### config.mk
export PLATFORM = sky130hd
export DESIGN_NAME = realtime_clock
export DESIGN_NICKNAME = d
export VERILOG_FILES = /design/src/rtl/rtc_pkg.sv /design/src/rtl/rate_divider.sv /design/src/rtl/edge_sync.sv /design/src/rtl/realtime_clock.sv
export SDC_FILE = /design/constraint.sdc
export NUM_CORES = 1
export LEC_CHECK = 0
export CORE_MARGIN = 2
export CORE_UTILIZATION = 55
export CTS_BUF_LIST = sky130_fd_sc_hd__clkbuf_16
export DETAILED_ROUTE_END_ITERATION = 6
export DONT_BUFFER_PORTS = 1
export GPL_TIMING_DRIVEN = 0
export PLACE_DENSITY = 0.78
export SLEW_MARGIN = 5
export SYNTH_ARGS = -nofsm -noshare
export SYNTH_HDL_FRONTEND = slang
export SYNTH_SLANG_ARGS = --single-unit
### constraint.sdc
create_clock -name sys_clk_i -period 3.4 [get_ports sys_clk_i]
set_clock_uncertainty 0.05 [all_clocks]
set_input_delay 0.68 -clock sys_clk_i [delete_from_list [all_inputs] [get_ports sys_clk_i]]
set_output_delay 0.68 -clock sys_clk_i [all_outputs]
set_load 0.01 [all_outputs]
### src/rtl/rtc_pkg.sv
// Shared constants and carrier types for the programmable real-time clock.
// Assumes a 100 MHz system clock and a host issuing I/O transfer codes.
package rtc_pkg;

   // ----------------------------------------
   // Widths and timing
   // ----------------------------------------
   localparam int W = 12;              // Counter and word width
   localparam int CLK_NS = 10;         // System clock period
   localparam int T400K_NS = 2500;     // 400 kHz period
   localparam int T100K_NS = 10000;    // 100 kHz period
   localparam int T10K_NS = 100000;    // 10 kHz period
   localparam int T1K_NS = 1000000;    // 1 kHz period
   localparam int T100_NS = 10000000;  // 100 Hz period
   // Cascade ratios, each stage dividing the one before
   localparam int RATE_DIV [5] = '{T400K_NS / CLK_NS, T100K_NS / T400K_NS,
      T10K_NS / T100K_NS, T1K_NS / T10K_NS, T100_NS / T1K_NS};

   // ----------------------------------------
   // Transfer codes
   // ----------------------------------------
   localparam logic [11:0] OP_SKIP = 12'hC59;    // skip_on_irq_cmd
   localparam logic [11:0] OP_CTRL = 12'hC5A;    // control_load_cmd
   localparam logic [11:0] OP_PWR = 12'hC5B;     // preset_write_cmd
   localparam logic [11:0] OP_ENA = 12'hC5C;     // enable_load_cmd
   localparam logic [11:0] OP_STAT = 12'hC5D;    // status_read_clear_cmd
   localparam logic [11:0] OP_PRD = 12'hC5E;     // preset_read_cmd
   localparam logic [11:0] OP_CAP = 12'hC5F;     // counter_capture_read_cmd

   // ----------------------------------------
   // Field positions (word bit 00 is the MSB)
   // ----------------------------------------
   localparam int RATE_HI = 11;        // Count rate field top
   localparam int MODE_HI = 8;         // Mode field top
   localparam int ENA_OR = 7;          // Enable bit 04: OR preset in
   localparam int ENA_OVF = 6;         // Enable bit 05: overflow interrupt
   localparam int ST_OVF = 11;         // Status bit 00: overflow
   localparam int CH_EV0 = 5;          // Channel 1 event / int enable
   localparam int CH_PRE0 = 4;         // Channel 1 pre-event / enable / simulate
   localparam int AD_CH_W = 6;         // A-D channel number width
   localparam logic [2:0] RATE_EXT = 3'h6;       // Count from channel 1
   localparam logic [11:0] RST_WORD = 12'h000;   // Reset of all registers

   // ----------------------------------------
   // Carriers
   // ----------------------------------------
   typedef struct packed {
      logic valid;         // One-cycle transfer strobe
      logic [11:0] code;   // io_transfer_instr code
      logic [11:0] ac;     // cpu_work_register value
   } io_req_t;

   typedef struct packed {
      logic ac_we;         // Replace cpu_work_register with ac
      logic skip;          // Skip next instruction
      logic [11:0] ac;     // New cpu_work_register value
   } io_rsp_t;

endpackage : rtc_pkg

### src/rtl/rate_divider.sv
// Cascaded count-rate divider giving one-cycle tick pulses.
// Assumes the system clock; stage ratios come from the package.
`timescale 1ns/1ps
module rate_divider #(
   parameter int STAGES = 5
) (
   input wire logic sys_clk_i,
   input wire logic arst_n_i,
   output logic [STAGES-1:0] tick_o
);
   // ----------------------------------------
   // One counter per stage
   // ----------------------------------------
   // Cascading keeps every counter narrow
   logic [STAGES:0] en_w;        // Stage advance enables
   assign en_w[0] = 1'b1;
   genvar g;
   for (g = 0; g < STAGES; g++) begin : g_stage
      logic [7:0] cnt_q;         // Stage position
      logic tick_q;              // Stage output pulse
      wire last_w = (cnt_q == 8'(rtc_pkg::RATE_DIV[g] - 1));
      // Count enabled edges, wrap at the ratio
      always_ff @(posedge sys_clk_i or negedge arst_n_i) begin
         if (!arst_n_i) begin
            cnt_q <= 8'h00;
            tick_q <= 1'b0;
         end else begin
            tick_q <= en_w[g] & last_w;
            if (en_w[g]) begin
               cnt_q <= last_w ? 8'h00 : cnt_q + 8'h01;
            end
         end
      end
      assign en_w[g+1] = tick_q;
      assign tick_o[g] = tick_q;
   end
endmodule : rate_divider

### src/rtl/edge_sync.sv
// Two-flop synchroniser with rising-edge pulse for trigger pins.
// Assumes pins are asynchronous; pulses last at least two clocks.
`timescale 1ns/1ps
module edge_sync #(
   parameter int N = 3
) (
   input wire logic sys_clk_i,
   input wire logic arst_n_i,
   input wire logic [N-1:0] pin_i,
   output logic [N-1:0] rise_o
);
   // ----------------------------------------
   // Synchroniser and edge detect
   // ----------------------------------------
   logic [N-1:0] meta_q;   // First stage, read only by sync_q
   logic [N-1:0] sync_q;   // Safe level
   logic [N-1:0] last_q;   // Previous safe level
   // Shift the pins through three flops
   always_ff @(posedge sys_clk_i or negedge arst_n_i) begin
      if (!arst_n_i) begin
         meta_q <= '0;
         sync_q <= '0;
         last_q <= '0;
      end else begin
         meta_q <= pin_i;
         sync_q <= meta_q;
         last_q <= sync_q;
      end
   end
   // One pulse per rising edge
   assign rise_o = sync_q & ~last_q;
endmodule : edge_sync

### src/rtl/realtime_clock.sv
// Programmable real-time clock: counter, preset, mode, enables, status.
// Assumes a host issuing transfer codes as one-cycle strobes, and an
// A-D converter on the same clock taking the overflow trigger.
//
// How it works
// - Mode 000 free-runs, overflow every 4096 counts.
// - Mode 001 reloads counter from preset on overflow.
// - Mode X00 to X01 change zeroes the counter.
// - Mode 010 copies counter into preset per event.
// - Mode 011 also clears counter on event 3.
// - Mode bit 0 overflow triggers A-D when fast-sampling.
// - Low mode bits decode the same with A-D.
// - Sample in mode bit 0 returns last result, latches next channel.
// - Preset write loads preset from work register.
// - Enable load writes enables; bits 00-03 unused.
// - Enable bit 04 ORs preset into counter in X01 with no pending overflow.
// - Enable bits 05,06,08,10 gate interrupts.
// - Enable bits 07,09,11 gate input channels.
// - Status read ORs flags into work register.
// - Status read clears only flags reported set.
// - Status bit layout: 00, 06-11 as listed.
// - Preset read returns preset contents.
// - Capture read copies counter to preset, returns it.
// - Overflow sets when a tick finds the counter at FFF.
// - Rate field picks stop, five rates, channel 1.
// - Control load sets rate, mode, simulated pulses.
// - Skip and interrupt on any enabled flag.
`timescale 1ns/1ps
module realtime_clock #(
   parameter int CH = 3
) (
   input wire logic sys_clk_i,
   input wire logic arst_n_i,
   input rtc_pkg::io_req_t io_req_i,          // Transfer strobe and word
   output rtc_pkg::io_rsp_t io_rsp_o,         // Registered answer
   input wire logic sample_cmd_i,             // sample_convert_cmd strobe
   input wire logic [11:0] ad_result_i,       // Last A-D conversion
   input wire logic fast_sample_i,            // A-D automatic-sample state
   output logic ad_trigger_o,                 // Start a conversion
   output logic ad_clock_mode_o,              // A-D waits for overflow
   output logic [rtc_pkg::AD_CH_W-1:0] ad_channel_o,
   input wire logic [CH-1:0] ext_input_i,     // Trigger pins
   output logic irq_o                         // Interrupt request
);

   // ----------------------------------------
   // Registers
   // ----------------------------------------
   logic [11:0] cnt_q, cnt_d;        // Counter
   logic [11:0] preset_q, preset_d;  // Buffer-preset
   logic [2:0] mode_q;               // counting_mode_field
   logic [2:0] rate_q;               // Count rate field
   logic [11:0] en_q;                // clock_enable_bits
   // Status flags stay set until a status read
   logic [11:0] stat_q, stat_d;      // clock_event_status
   logic [rtc_pkg::AD_CH_W-1:0] adch_q;  // Next A-D channel
   logic ad_trig_q;                  // Conversion start pulse
   logic irq_q;                      // Interrupt request level
   rtc_pkg::io_rsp_t rsp_q, rsp_d;   // Answer to the host

   // ----------------------------------------
   // Transfer decode
   // ----------------------------------------
   wire [11:0] ac_w = io_req_i.ac;
   wire hit_w = io_req_i.valid;
   wire op_skip_w = hit_w && io_req_i.code == rtc_pkg::OP_SKIP;
   wire op_ctrl_w = hit_w && io_req_i.code == rtc_pkg::OP_CTRL;
   wire op_pwr_w = hit_w && io_req_i.code == rtc_pkg::OP_PWR;
   wire op_ena_w = hit_w && io_req_i.code == rtc_pkg::OP_ENA;
   wire op_stat_w = hit_w && io_req_i.code == rtc_pkg::OP_STAT;
   wire op_prd_w = hit_w && io_req_i.code == rtc_pkg::OP_PRD;
   wire op_cap_w = hit_w && io_req_i.code == rtc_pkg::OP_CAP;
   // Unknown codes match none of these and get no answer
   // Sample only answered here in clock-triggered mode
   wire op_sample_w = sample_cmd_i && mode_q[2];

   // ----------------------------------------
   // Rate and trigger sources
   // ----------------------------------------
   logic [4:0] div_tick_w;     // 400k, 100k, 10k, 1k, 100 Hz
   logic [CH-1:0] pin_rise_w;  // Synchronised pin edges

   rate_divider #(
      .STAGES(5)
   ) u_div (
      .sys_clk_i(sys_clk_i),
      .arst_n_i(arst_n_i),
      .tick_o(div_tick_w)
   );

   edge_sync #(
      .N(CH)
   ) u_sync (
      .sys_clk_i(sys_clk_i),
      .arst_n_i(arst_n_i),
      .pin_i(ext_input_i),
      .rise_o(pin_rise_w)
   );

   // ----------------------------------------
   // Channel events
   // ----------------------------------------
   // One slice per input channel
   logic [CH-1:0] ev_w;       // Accepted channel pulses
   logic [11:0] set_w;        // Status bits to set this cycle
   genvar g;
   for (g = 0; g < CH; g++) begin : g_ch
      localparam int EV = rtc_pkg::CH_EV0 - 2 * g;
      localparam int PRE = rtc_pkg::CH_PRE0 - 2 * g;
      // Pin edge or simulated pulse, only if channel enabled
      assign ev_w[g] = en_q[PRE] & (pin_rise_w[g] | (op_ctrl_w & ac_w[PRE]));
      // Channel 1 as time base leaves its event flag alone
      wire flag_w = ev_w[g] & !(g == 0 && rate_q == rtc_pkg::RATE_EXT);
      assign set_w[EV] = flag_w;
      // Second event before read marks the pre-event bit
      assign set_w[PRE] = flag_w & stat_q[EV];
   end
   assign set_w[10:6] = '0;

   // ----------------------------------------
   // Count pulse selection
   // ----------------------------------------
   // Codes 000 and 111 stop; rates were synchronised at the source
   wire rate_div_w = rate_q != 3'h0 && rate_q < rtc_pkg::RATE_EXT;
   // Index is only read while rate_div_w holds
   wire [2:0] rate_ix_w = rate_q - 3'h1;
   wire tick_w = rate_div_w ? div_tick_w[rate_ix_w] :
                 (rate_q == rtc_pkg::RATE_EXT) & ev_w[0];

   // ----------------------------------------
   // Counter next value
   // ----------------------------------------
   wire reload_w = mode_q[1:0] == 2'b01;
   wire capmode_w = mode_q[1];
   // OR preset in only in X01 with no pending overflow
   wire or_in_w = op_ena_w & ac_w[rtc_pkg::ENA_OR] & reload_w
                  & !stat_q[rtc_pkg::ST_OVF];
   wire [11:0] base_w = or_in_w ? (cnt_q | preset_q) : cnt_q;
   wire wrap_w = tick_w && base_w == 12'hFFF;
   assign set_w[11] = wrap_w;
   wire [11:0] inc_w = (wrap_w && reload_w) ? preset_q : base_w + 12'h001;
   // X00 to X01 on control load
   wire zero_w = op_ctrl_w && mode_q[1:0] == 2'b00
                 && ac_w[rtc_pkg::MODE_HI-1 -: 2] == 2'b01;
   wire clr3_w = mode_q[1:0] == 2'b11 && ev_w[CH-1];
   wire cap_w = capmode_w && |ev_w;

   // Clears beat a tick; OR-in lands before the tick
   assign cnt_d = (zero_w || clr3_w) ? 12'h000 : tick_w ? inc_w : base_w;

   // ----------------------------------------
   // Preset next value
   // ----------------------------------------
   // Host transfer beats an event capture in the same cycle
   assign preset_d = op_pwr_w ? ac_w :
                     op_cap_w ? cnt_q :
                     cap_w ? cnt_q : preset_q;

   // ----------------------------------------
   // Status next value
   // ----------------------------------------
   // Clear what was reported; a new set in that cycle still lands
   wire [11:0] clr_w = op_stat_w ? stat_q : 12'h000;
   assign stat_d = (stat_q & ~clr_w) | set_w;

   // ----------------------------------------
   // Interrupt condition
   // ----------------------------------------
   // Level follows the flags until a status read clears them
   wire [11:0] ev_mask_w = 12'h02A;                      // Event bits 06,08,10
   wire irq_w = (stat_q[rtc_pkg::ST_OVF] & en_q[rtc_pkg::ENA_OVF])
                | |(stat_q & en_q & ev_mask_w);

   // ----------------------------------------
   // Answer to the host
   // ----------------------------------------
   wire [11:0] rsp_ac_w = op_stat_w ? (ac_w | stat_q) :
                          op_prd_w ? preset_q :
                          op_cap_w ? cnt_q :
                          ad_result_i;
   // Host never issues two answering codes in one cycle
   assign rsp_d.ac_we = op_stat_w | op_prd_w | op_cap_w | op_sample_w;
   assign rsp_d.skip = op_skip_w & irq_w;
   assign rsp_d.ac = rsp_ac_w;

   // ----------------------------------------
   // Counter, preset and status flops
   // ----------------------------------------
   // All state clears at once on reset
   always_ff @(posedge sys_clk_i or negedge arst_n_i) begin
      if (!arst_n_i) begin
         cnt_q <= rtc_pkg::RST_WORD;
         preset_q <= rtc_pkg::RST_WORD;
         stat_q <= rtc_pkg::RST_WORD;
      end else begin
         cnt_q <= cnt_d;
         preset_q <= preset_d;
         stat_q <= stat_d;
      end
   end

   // ----------------------------------------
   // Control and enable flops
   // ----------------------------------------
   // Rate and mode take effect from the next cycle
   // Enable bits 00-03 are stored but steer nothing
   always_ff @(posedge sys_clk_i or negedge arst_n_i) begin
      if (!arst_n_i) begin
         rate_q <= 3'h0;
         mode_q <= 3'h0;
         en_q <= rtc_pkg::RST_WORD;
      end else begin
         if (op_ctrl_w) begin
            rate_q <= ac_w[rtc_pkg::RATE_HI -: 3];
            mode_q <= ac_w[rtc_pkg::MODE_HI -: 3];
         end
         if (op_ena_w) begin
            en_q <= ac_w;
         end
      end
   end

   // ----------------------------------------
   // A-D link and answer flops
   // ----------------------------------------
   // Trigger only on overflow in clock-triggered mode
   always_ff @(posedge sys_clk_i or negedge arst_n_i) begin
      if (!arst_n_i) begin
         ad_trig_q <= 1'b0;
         adch_q <= '0;
         irq_q <= 1'b0;
         rsp_q <= '0;
      end else begin
         ad_trig_q <= mode_q[2] & wrap_w & fast_sample_i;
         if (op_sample_w) begin
            adch_q <= ac_w[rtc_pkg::AD_CH_W-1:0];
         end
         irq_q <= irq_w;
         rsp_q <= rsp_d;
      end
   end

   // Every output comes straight from a flop
   assign ad_trigger_o = ad_trig_q;
   assign ad_clock_mode_o = mode_q[2];
   assign ad_channel_o = adch_q;
   assign irq_o = irq_q;
   assign io_rsp_o = rsp_q;
endmodule : realtime_clock

==> impl_metrics.json, run 1 <==
{
  "outcome": "finished, violations left",
  "violations": "negative hold slack",
  "drc": 0,
  "synth.most_common_cell": "dfrtp_1",
  "crit_type": "reg -> reg",
  "synth_warnings": 0,
  "vias": 4584,
  "max_stage_delay_ns": 0.44,
  "portBuffers": 0,
  "fin_crit_ns": 3.33,
  "synth_area_leader_cell": "dfrtp_1",
  "ys_seq_area_share_pct": 51.5,
  "drtAntennaViolNets": 0,
  "num_io_pins": 67,
  "crit_arrival_ns": 3.61,
  "p_sw_mw": 0.755,
  "start_kind": "flop",
  "diodes": 0,
  "grt_pass1_vias": 4310,
  "core_um2": 10800,
  "rows": 38,
  "synth_top_family_by_area": "simple AND/OR/NAND/NOR gates",
  "yosysUniqueCellTypes": 69,
  "p_seq_share_pct": 45.9,
  "avgSynthCellArea_um2": 11.1,
  "hold_viol": 125,
  "synth-seq-cells": 125,
  "synthesis.nets": 603,
  "start_util_pct": 56.3,
  "internal_power_mw": 2.55,
  "grt_overflow_total": 0,
  "cp.required_ns": 3.68,
  "utilization_pct": 64.8,
  "pwr-share-comb_pct": 1.0,
  "synthTopCellsByArea": "dfrtp_1, mux2_2, nand2_1, ha_1, xnor2_1",
  "drive_gt1_share_pct": 19.0,
  "maxCapViolCount": 0,
  "cts_tree": "yes",
  "synth_edf_count": 0,
  "drt-initial-drc-count": 353,
  "path_clk_slew_ns": 0.06,
  "nFillCells": 795,
  "swShare_pct": 22.8,
  "synthCells": 546,
  "worstSetupEndpointType": "flop",
  "die_height_um": 109,
  "setup_violations": 0,
  "synth_compound_area_share_pct": 12.5,
  "synthXorXnorAreaFrac_pct": 3.75,
  "track_usage_pct": 25.8,
  "avgRoutedWirePerCell_um": 20.3,
  "async_flop_share_pct": 100,
  "cts_made_buffers": 17,
  "finalWirelength_um": 14800,
  "place_hpwl_um": 9830,
  "cts_buffer_depth": 2,
  "grt_antenna_before_repair": 0,
  "max_freq_ghz": 0.300,
  "final_cells": 731,
  "cts-root-buf": "clkbuf_16",
  "yosysTopAreaCellShare_pct": 51.5,
  "final_nets": 635,
  "power.density_nw_per_um2": 473,
  "die_area_um2": 11900,
  "cp_max_fo": 10,
  "grt_start_max_net_pins": 126,
  "p_clk_share_pct": 53.1,
  "synthAdderAreaFrac_pct": 2.68,
  "fp.dieW_um": 109,
  "max_slew_margin_pct": 43.9,
  "insertion_delay_ns": 0.42,
  "synth_ff_type": "dfrtp_1",
  "drv_slew": 0,
  "place_congestion": 0.910,
  "ir_drop_uv": 432,
  "synth_commonest_cells": "dfrtp_1, nand2_1, mux2_2",
  "synthToLayoutAreaGrowth_pct": 15.1,
  "cts_max_level": 4,
  "holdWs_ns": -0.0980,
  "syn_area_um2": 6080,
  "grt_pass1_wl_um": 22500,
  "crit_chain": "and2b_2, nor3b_4, buf_6, a31oi_4, inv_1, ha_4, o221ai_2, or3_4, o21a_4, a21oi_4, and4_4, buf_2, nand3_1, a31oi_1",
  "firstDrtPassIters": 5,
  "synthSimpleGateAreaFrac_pct": 18.0,
  "reg2regPathDepth": 14,
  "p_leak_nw": 3.13,
  "yosys-mux-area-fraction_pct": 9.16,
  "dp.cells": 686,
  "vias_per_cell": 6.27,
  "critPathSlowestCell": "dfrtp_1",
  "min_path_type": "in -> async",
  "worst_pin_slew_ns": 0.841,
  "fin_crit_sh_pct": 98.0,
  "numClockSinks": 125
}
-- power by group through the flow --
stage          logic, mW  clock network (mW)  registers, mW
3_3_place_gp      0.0301                   0           1.55
6_report          0.0328                1.76           1.52
4_1_cts           0.0325                1.79           1.52
5_1_grt           0.0358                1.86           1.52
2_1_floorplan     0.0258                   0           1.54
3_5_place_dp      0.0311                   0           1.55
-- area by class of cell --
cell class	count	area, µm²	area share [%]
Multi-Input combinational cell	386	2860	40.9
Inverter	16	60.1	0.859
Timing Repair Buffer	13	95.1	1.36
Clock buffer	17	425	6.08
Sequential cell	125	3130	44.7
Buffer	19	98.8	1.41
Tap cell	140	175	2.50
Clock inverter	15	153	2.18
-- metrics by stage --
| step | instance area, µm² | hold WS (ns) | total power [mW] | setup TNS (ns) | setup WS, ns |
|---|---|---|---|---|---|
| final | 6990 | -0.0980 | 3.31 | 0 | 0.0669 |
| after global routing | 6990 | -0.122 | 3.42 | -0.172 | -0.0572 |
| after detailed placement | 6250 | 0.285 | 1.58 | -4.62 | -0.460 |
| after floorplan | 6080 | 0.281 | 1.57 | 0 | 0.00942 |
| after global placement | 6250 | 0.286 | 1.58 | -4.65 | -0.465 |
| after CTS | 6870 | -0.112 | 3.34 | 0 | 0.0140 |
-- routing by layer --
metal / up-vias / global-route usage (%) / share of wire [%]
li1: 2072 / - / -
met1: 2280 / 33.7 / 41
met2: 209 / 39.8 / 47
met3: 23 / 9.15 / 9.4
met4: 0 / 9.52 / 1.8
met5: - / 0 / 0
-- worst paths after layout --
kind	to	slack [ns]	start
setup / recovery	cnt_q[0]	0.07	mode_q[1]
hold / removal	u_div.g_stage[3].cnt_q[4]	-0.1	arst_n_i
setup reg to reg	cnt_q[0]	0.07	mode_q[1]
hold reg to reg	u_sync.sync_q[1]	0.30	u_sync.meta_q[1]
max in group asynchronous	u_div.g_stage[0].cnt_q[2]	3.24	arst_n_i
min in group sys_clk_i	u_sync.meta_q[1]	0.23	ext_input_i[1]
-- cells by family (layout without fill, tap and decap cells) --
logic type                 after synthesis  in the layout
AOI/OAI and AO/OA                      107            107
xor gates and xnor gates                26             26
adders and majority gates               13             13
buffers and inverters                   35             80
DFF                                    125            125
muxes                                   50             50
and+or+nand+nor                        190            190
-- worst max-delay path: cells and delay by family (launching register included) --
kind / cells / cell delay, ns
adders and majority gates: 1 / 0.17
and+or+nand+nor: 5 / 1.25
AOI/OAI and AO/OA: 5 / 0.80
buffers and inverters: 3 / 0.52
DFF: 1 / 0.44
-- sequential cells by signal, summed over array words and instances, names as in the netlist, 3 cells and up --
name                  flops
u_div.g_stage.cnt_q      40
io_rsp_o                 14
cnt_q                    12
preset_q                 12
stat_q                   12
en_q                      7
ad_channel_o              6
u_div.g_stage.tick_q      5
mode_q                    3
rate_q                    3
u_sync.last_q             3
u_sync.meta_q             3
u_sync.sync_q             3
-- layout by cell type, fill, tap and decap left out, types with 4 or more instances in the layout --
cell         n
nand4_1     11
buf_4       13
nand2b_1     8
and3_1       8
dfrtp_1    124
a21oi_1     12
a22o_1       4
clkbuf_16   17
a22oi_1     15
a31oi_1     12
inv_1       15
and2_1      10
clkbuf_1    14
xor2_1       8
clkinv_4     4
o21ai_0     21
nor2_1      27
ha_1        12
nand2_1     47
nand3_1     23
and4_1       6
a21o_1       8
mux2i_1     13
xnor2_1     18
nor3_1      11
nor4_1       4
a211oi_1     6
mux2_2      33
inv_6        6
nor2b_1      6
-- what timing repair did --
action | 4_1_cts | 5_1_grt
buffers inserted | 4 | 8
resized for setup | 3 | 13
endpoints found under the setup margin | 12 | 12
pin swaps | 1 | 3
endpoints found under the hold margin | 125 | 125
gates cloned | 0 | 1
No activity file was read; power rests on OpenSTA's default activity.
==> run 2, diff against run 1 <==
- CORE_ASPECT_RATIO: not set -> 0.8
==> run 2 against run 1 <==
The run still ends with negative hold slack left. Clock power increased by 5%. Power increased by 2.5%. First-iteration DRC count rose by 1.1%. Clock-buffer cell count stayed put. Flip-flop and latch count is the same. Routed wire length is 0.74% higher. Cell count increased by 0.82%. Setup slack better by 0.012 ns. Die area hardly changed. Highest routed layer unchanged. Register-to-register slack barely moved. Largest cell class unchanged. Critical endpoint is now cnt_q[3]. Hold slack improved by 0.014 ns. Critical path depth is the same.
==> impl_metrics.json, run 2 (synthesis gave the netlist of run 1 again) <==
{
  "cts_max_level": 4,
  "firstDrtPassIters": 5,
  "crit_type": "reg -> reg",
  "place_hpwl_um": 10200,
  "drive_gt1_share_pct": 18.7,
  "setup_violations": 0,
  "rows": 34,
  "totalPowerFinal_mw": 3.39,
  "hold_viol": 125,
  "fp.dieW_um": 122,
  "finalWirelength_um": 14900,
  "final_nets": 638,
  "top_register": "u_div.g_stage.cnt_q",
  "insertion_delay_ns": 0.41,
  "fin_crit_sh_pct": 97.7,
  "track_usage_pct": 25.7,
  "drc": 0,
  "portBuffers": 0,
  "cts_tree": "yes",
  "drv_slew": 0,
  "worst_pin_slew_ns": 0.823,
  "place_congestion": 0.931,
  "grt_pass1_vias": 4463,
  "fin_setup_tns_ns": 0,
  "fin_crit_ns": 3.32,
  "dp.cells": 690,
  "final_common_cell": "dfrtp_1",
  "cp.required_ns": 3.70,
  "max_slew_margin_pct": 45.1,
  "cts_buffer_depth": 2,
  "holdWs_ns": -0.0836,
  "vias_per_cell": 6.28,
  "drt-initial-drc-count": 357,
  "maxCapViolCount": 0,
  "die_area_um2": 11900,
  "violations": "negative hold slack",
  "final_cell_mix": "dfrtp_1, nand2_1, mux2_2",
  "grt_start_max_net_pins": 126,
  "max_freq_ghz": 0.301,
  "largest_reg_flops": 40,
  "grt_antenna_before_repair": 0,
  "path_clk_slew_ns": 0.05,
  "final_cells": 737,
  "min_path_type": "in -> async",
  "die_height_um": 98.0,
  "grt_pass1_wl_um": 23300,
  "ir_drop_uv": 561,
  "cts_made_buffers": 17,
  "crit_chain": "and2b_2, nor3b_4, buf_6, a31oi_2, inv_2, ha_4, o221ai_2, or3_4, o21a_4, a21oi_4, and4_4, buf_2, mux2i_1, o21a_1",
  "max_stage_delay_ns": 0.43,
  "cp_max_fo": 5,
  "start_kind": "flop",
  "outcome": "finished, violations left",
  "numClockSinks": 125,
  "p_leak_nw": 3.16,
  "worstSetupEndpointType": "flop",
  "num_io_pins": 67,
  "start_util_pct": 56.2,
  "power.density_nw_per_um2": 481,
  "critPathSlowestCell": "dfrtp_2",
  "crit_arrival_ns": 3.62,
  "cts-root-buf": "clkbuf_16",
  "vias": 4631,
  "diodes": 0,
  "avgRoutedWirePerCell_um": 20.2,
  "drtAntennaViolNets": 0,
  "synthToLayoutAreaGrowth_pct": 16.0,
  "grt_overflow_total": 0,
  "core_um2": 10800
}
[run 2: cell count changes in the layout (fill, tap and decap cells not counted), moves of 2 or more]
cell	before	now
clkinv_4	4	1
inv_8	2	0
bufinv_16	1	4
buf_4	13	15
clkinv_1	0	4
inv_6	6	1
[run 2: worst max-delay path: cells and delay by family (launching register included)]
family	cells	cell delay (ns)
and+or+nand+nor	4	1.16
buffers and inverters	3	0.47
muxes	1	0.21
DFF	1	0.43
adders and majority gates	1	0.16
AOI/OAI and AO/OA	5	0.78
[run 2: report_power, final]
group          switching (mW)  internal (mW)  total, mW  leakage (nW)
combinational          0.0150         0.0180     0.0330          1.23
sequential             0.0139           1.51       1.52          1.64
clock                   0.628           1.21       1.84         0.290
total                   0.657           2.73       3.39          3.16
[run 2: repair_timing]
| item | CTS | global route |
|---|---|---|
| cloned | 0 | 1 |
| pin swaps | 2 | 2 |
| endpoints found under the setup margin | 12 | 13 |
| gates resized for setup | 5 | 13 |
| buffers inserted | 9 | 6 |
| hold endpoints to repair | 125 | 125 |
[run 2: stage by stage]
| stage | hold slack [ns] | cell area, µm² | utilization [%] | setup slack, ns |
|---|---|---|---|---|
| after floorplan | 0.281 | 6080 | - | 0.00942 |
| after global placement | 0.285 | 6260 | 57.9 | -0.440 |
| after detailed placement | 0.285 | 6260 | 57.9 | -0.478 |
| after CTS | -0.0960 | 6940 | 64.3 | 0.0282 |
| after global routing | -0.103 | 7050 | 65.2 | -0.0377 |
| final | -0.0836 | 7050 | 65.2 | 0.0788 |
[run 2: area by class of cell]
cell class | count | area [µm²]
Buffer | 19 | 98.8
Clock buffer | 17 | 425
Clock inverter | 14 | 176
Fill cell | 835 | 3760
Inverter | 16 | 60.1
Multi-Input combinational cell | 386 | 2850
Sequential cell | 125 | 3130
Tap cell | 144 | 180
Timing Repair Buffer | 16 | 121
[run 2: worst paths after layout]
path	start	to	slack, ns	cells past startpoint
min in group sys_clk_i	ext_input_i[2]	u_sync.meta_q[2]	0.25	0
hold reg to reg	u_sync.meta_q[0]	u_sync.sync_q[0]	0.30	0
max in group asynchronous	arst_n_i	io_rsp_o[8]	3.19	0
hold / removal	arst_n_i	u_div.g_stage[0].cnt_q[0]	-0.08	0
setup reg to reg	mode_q[1]	cnt_q[3]	0.08	14
setup / recovery	mode_q[1]	cnt_q[3]	0.08	14
[run 2: per-layer routing]
layer | track usage, % | up-vias | wire length, µm
met5 | 0 | - | 0
met4 | 7.96 | 0 | 251
met3 | 6.95 | 24 | 1250
met2 | 38.2 | 215 | 6800
met1 | 37.1 | 2312 | 6620
li1 | - | 2080 | -
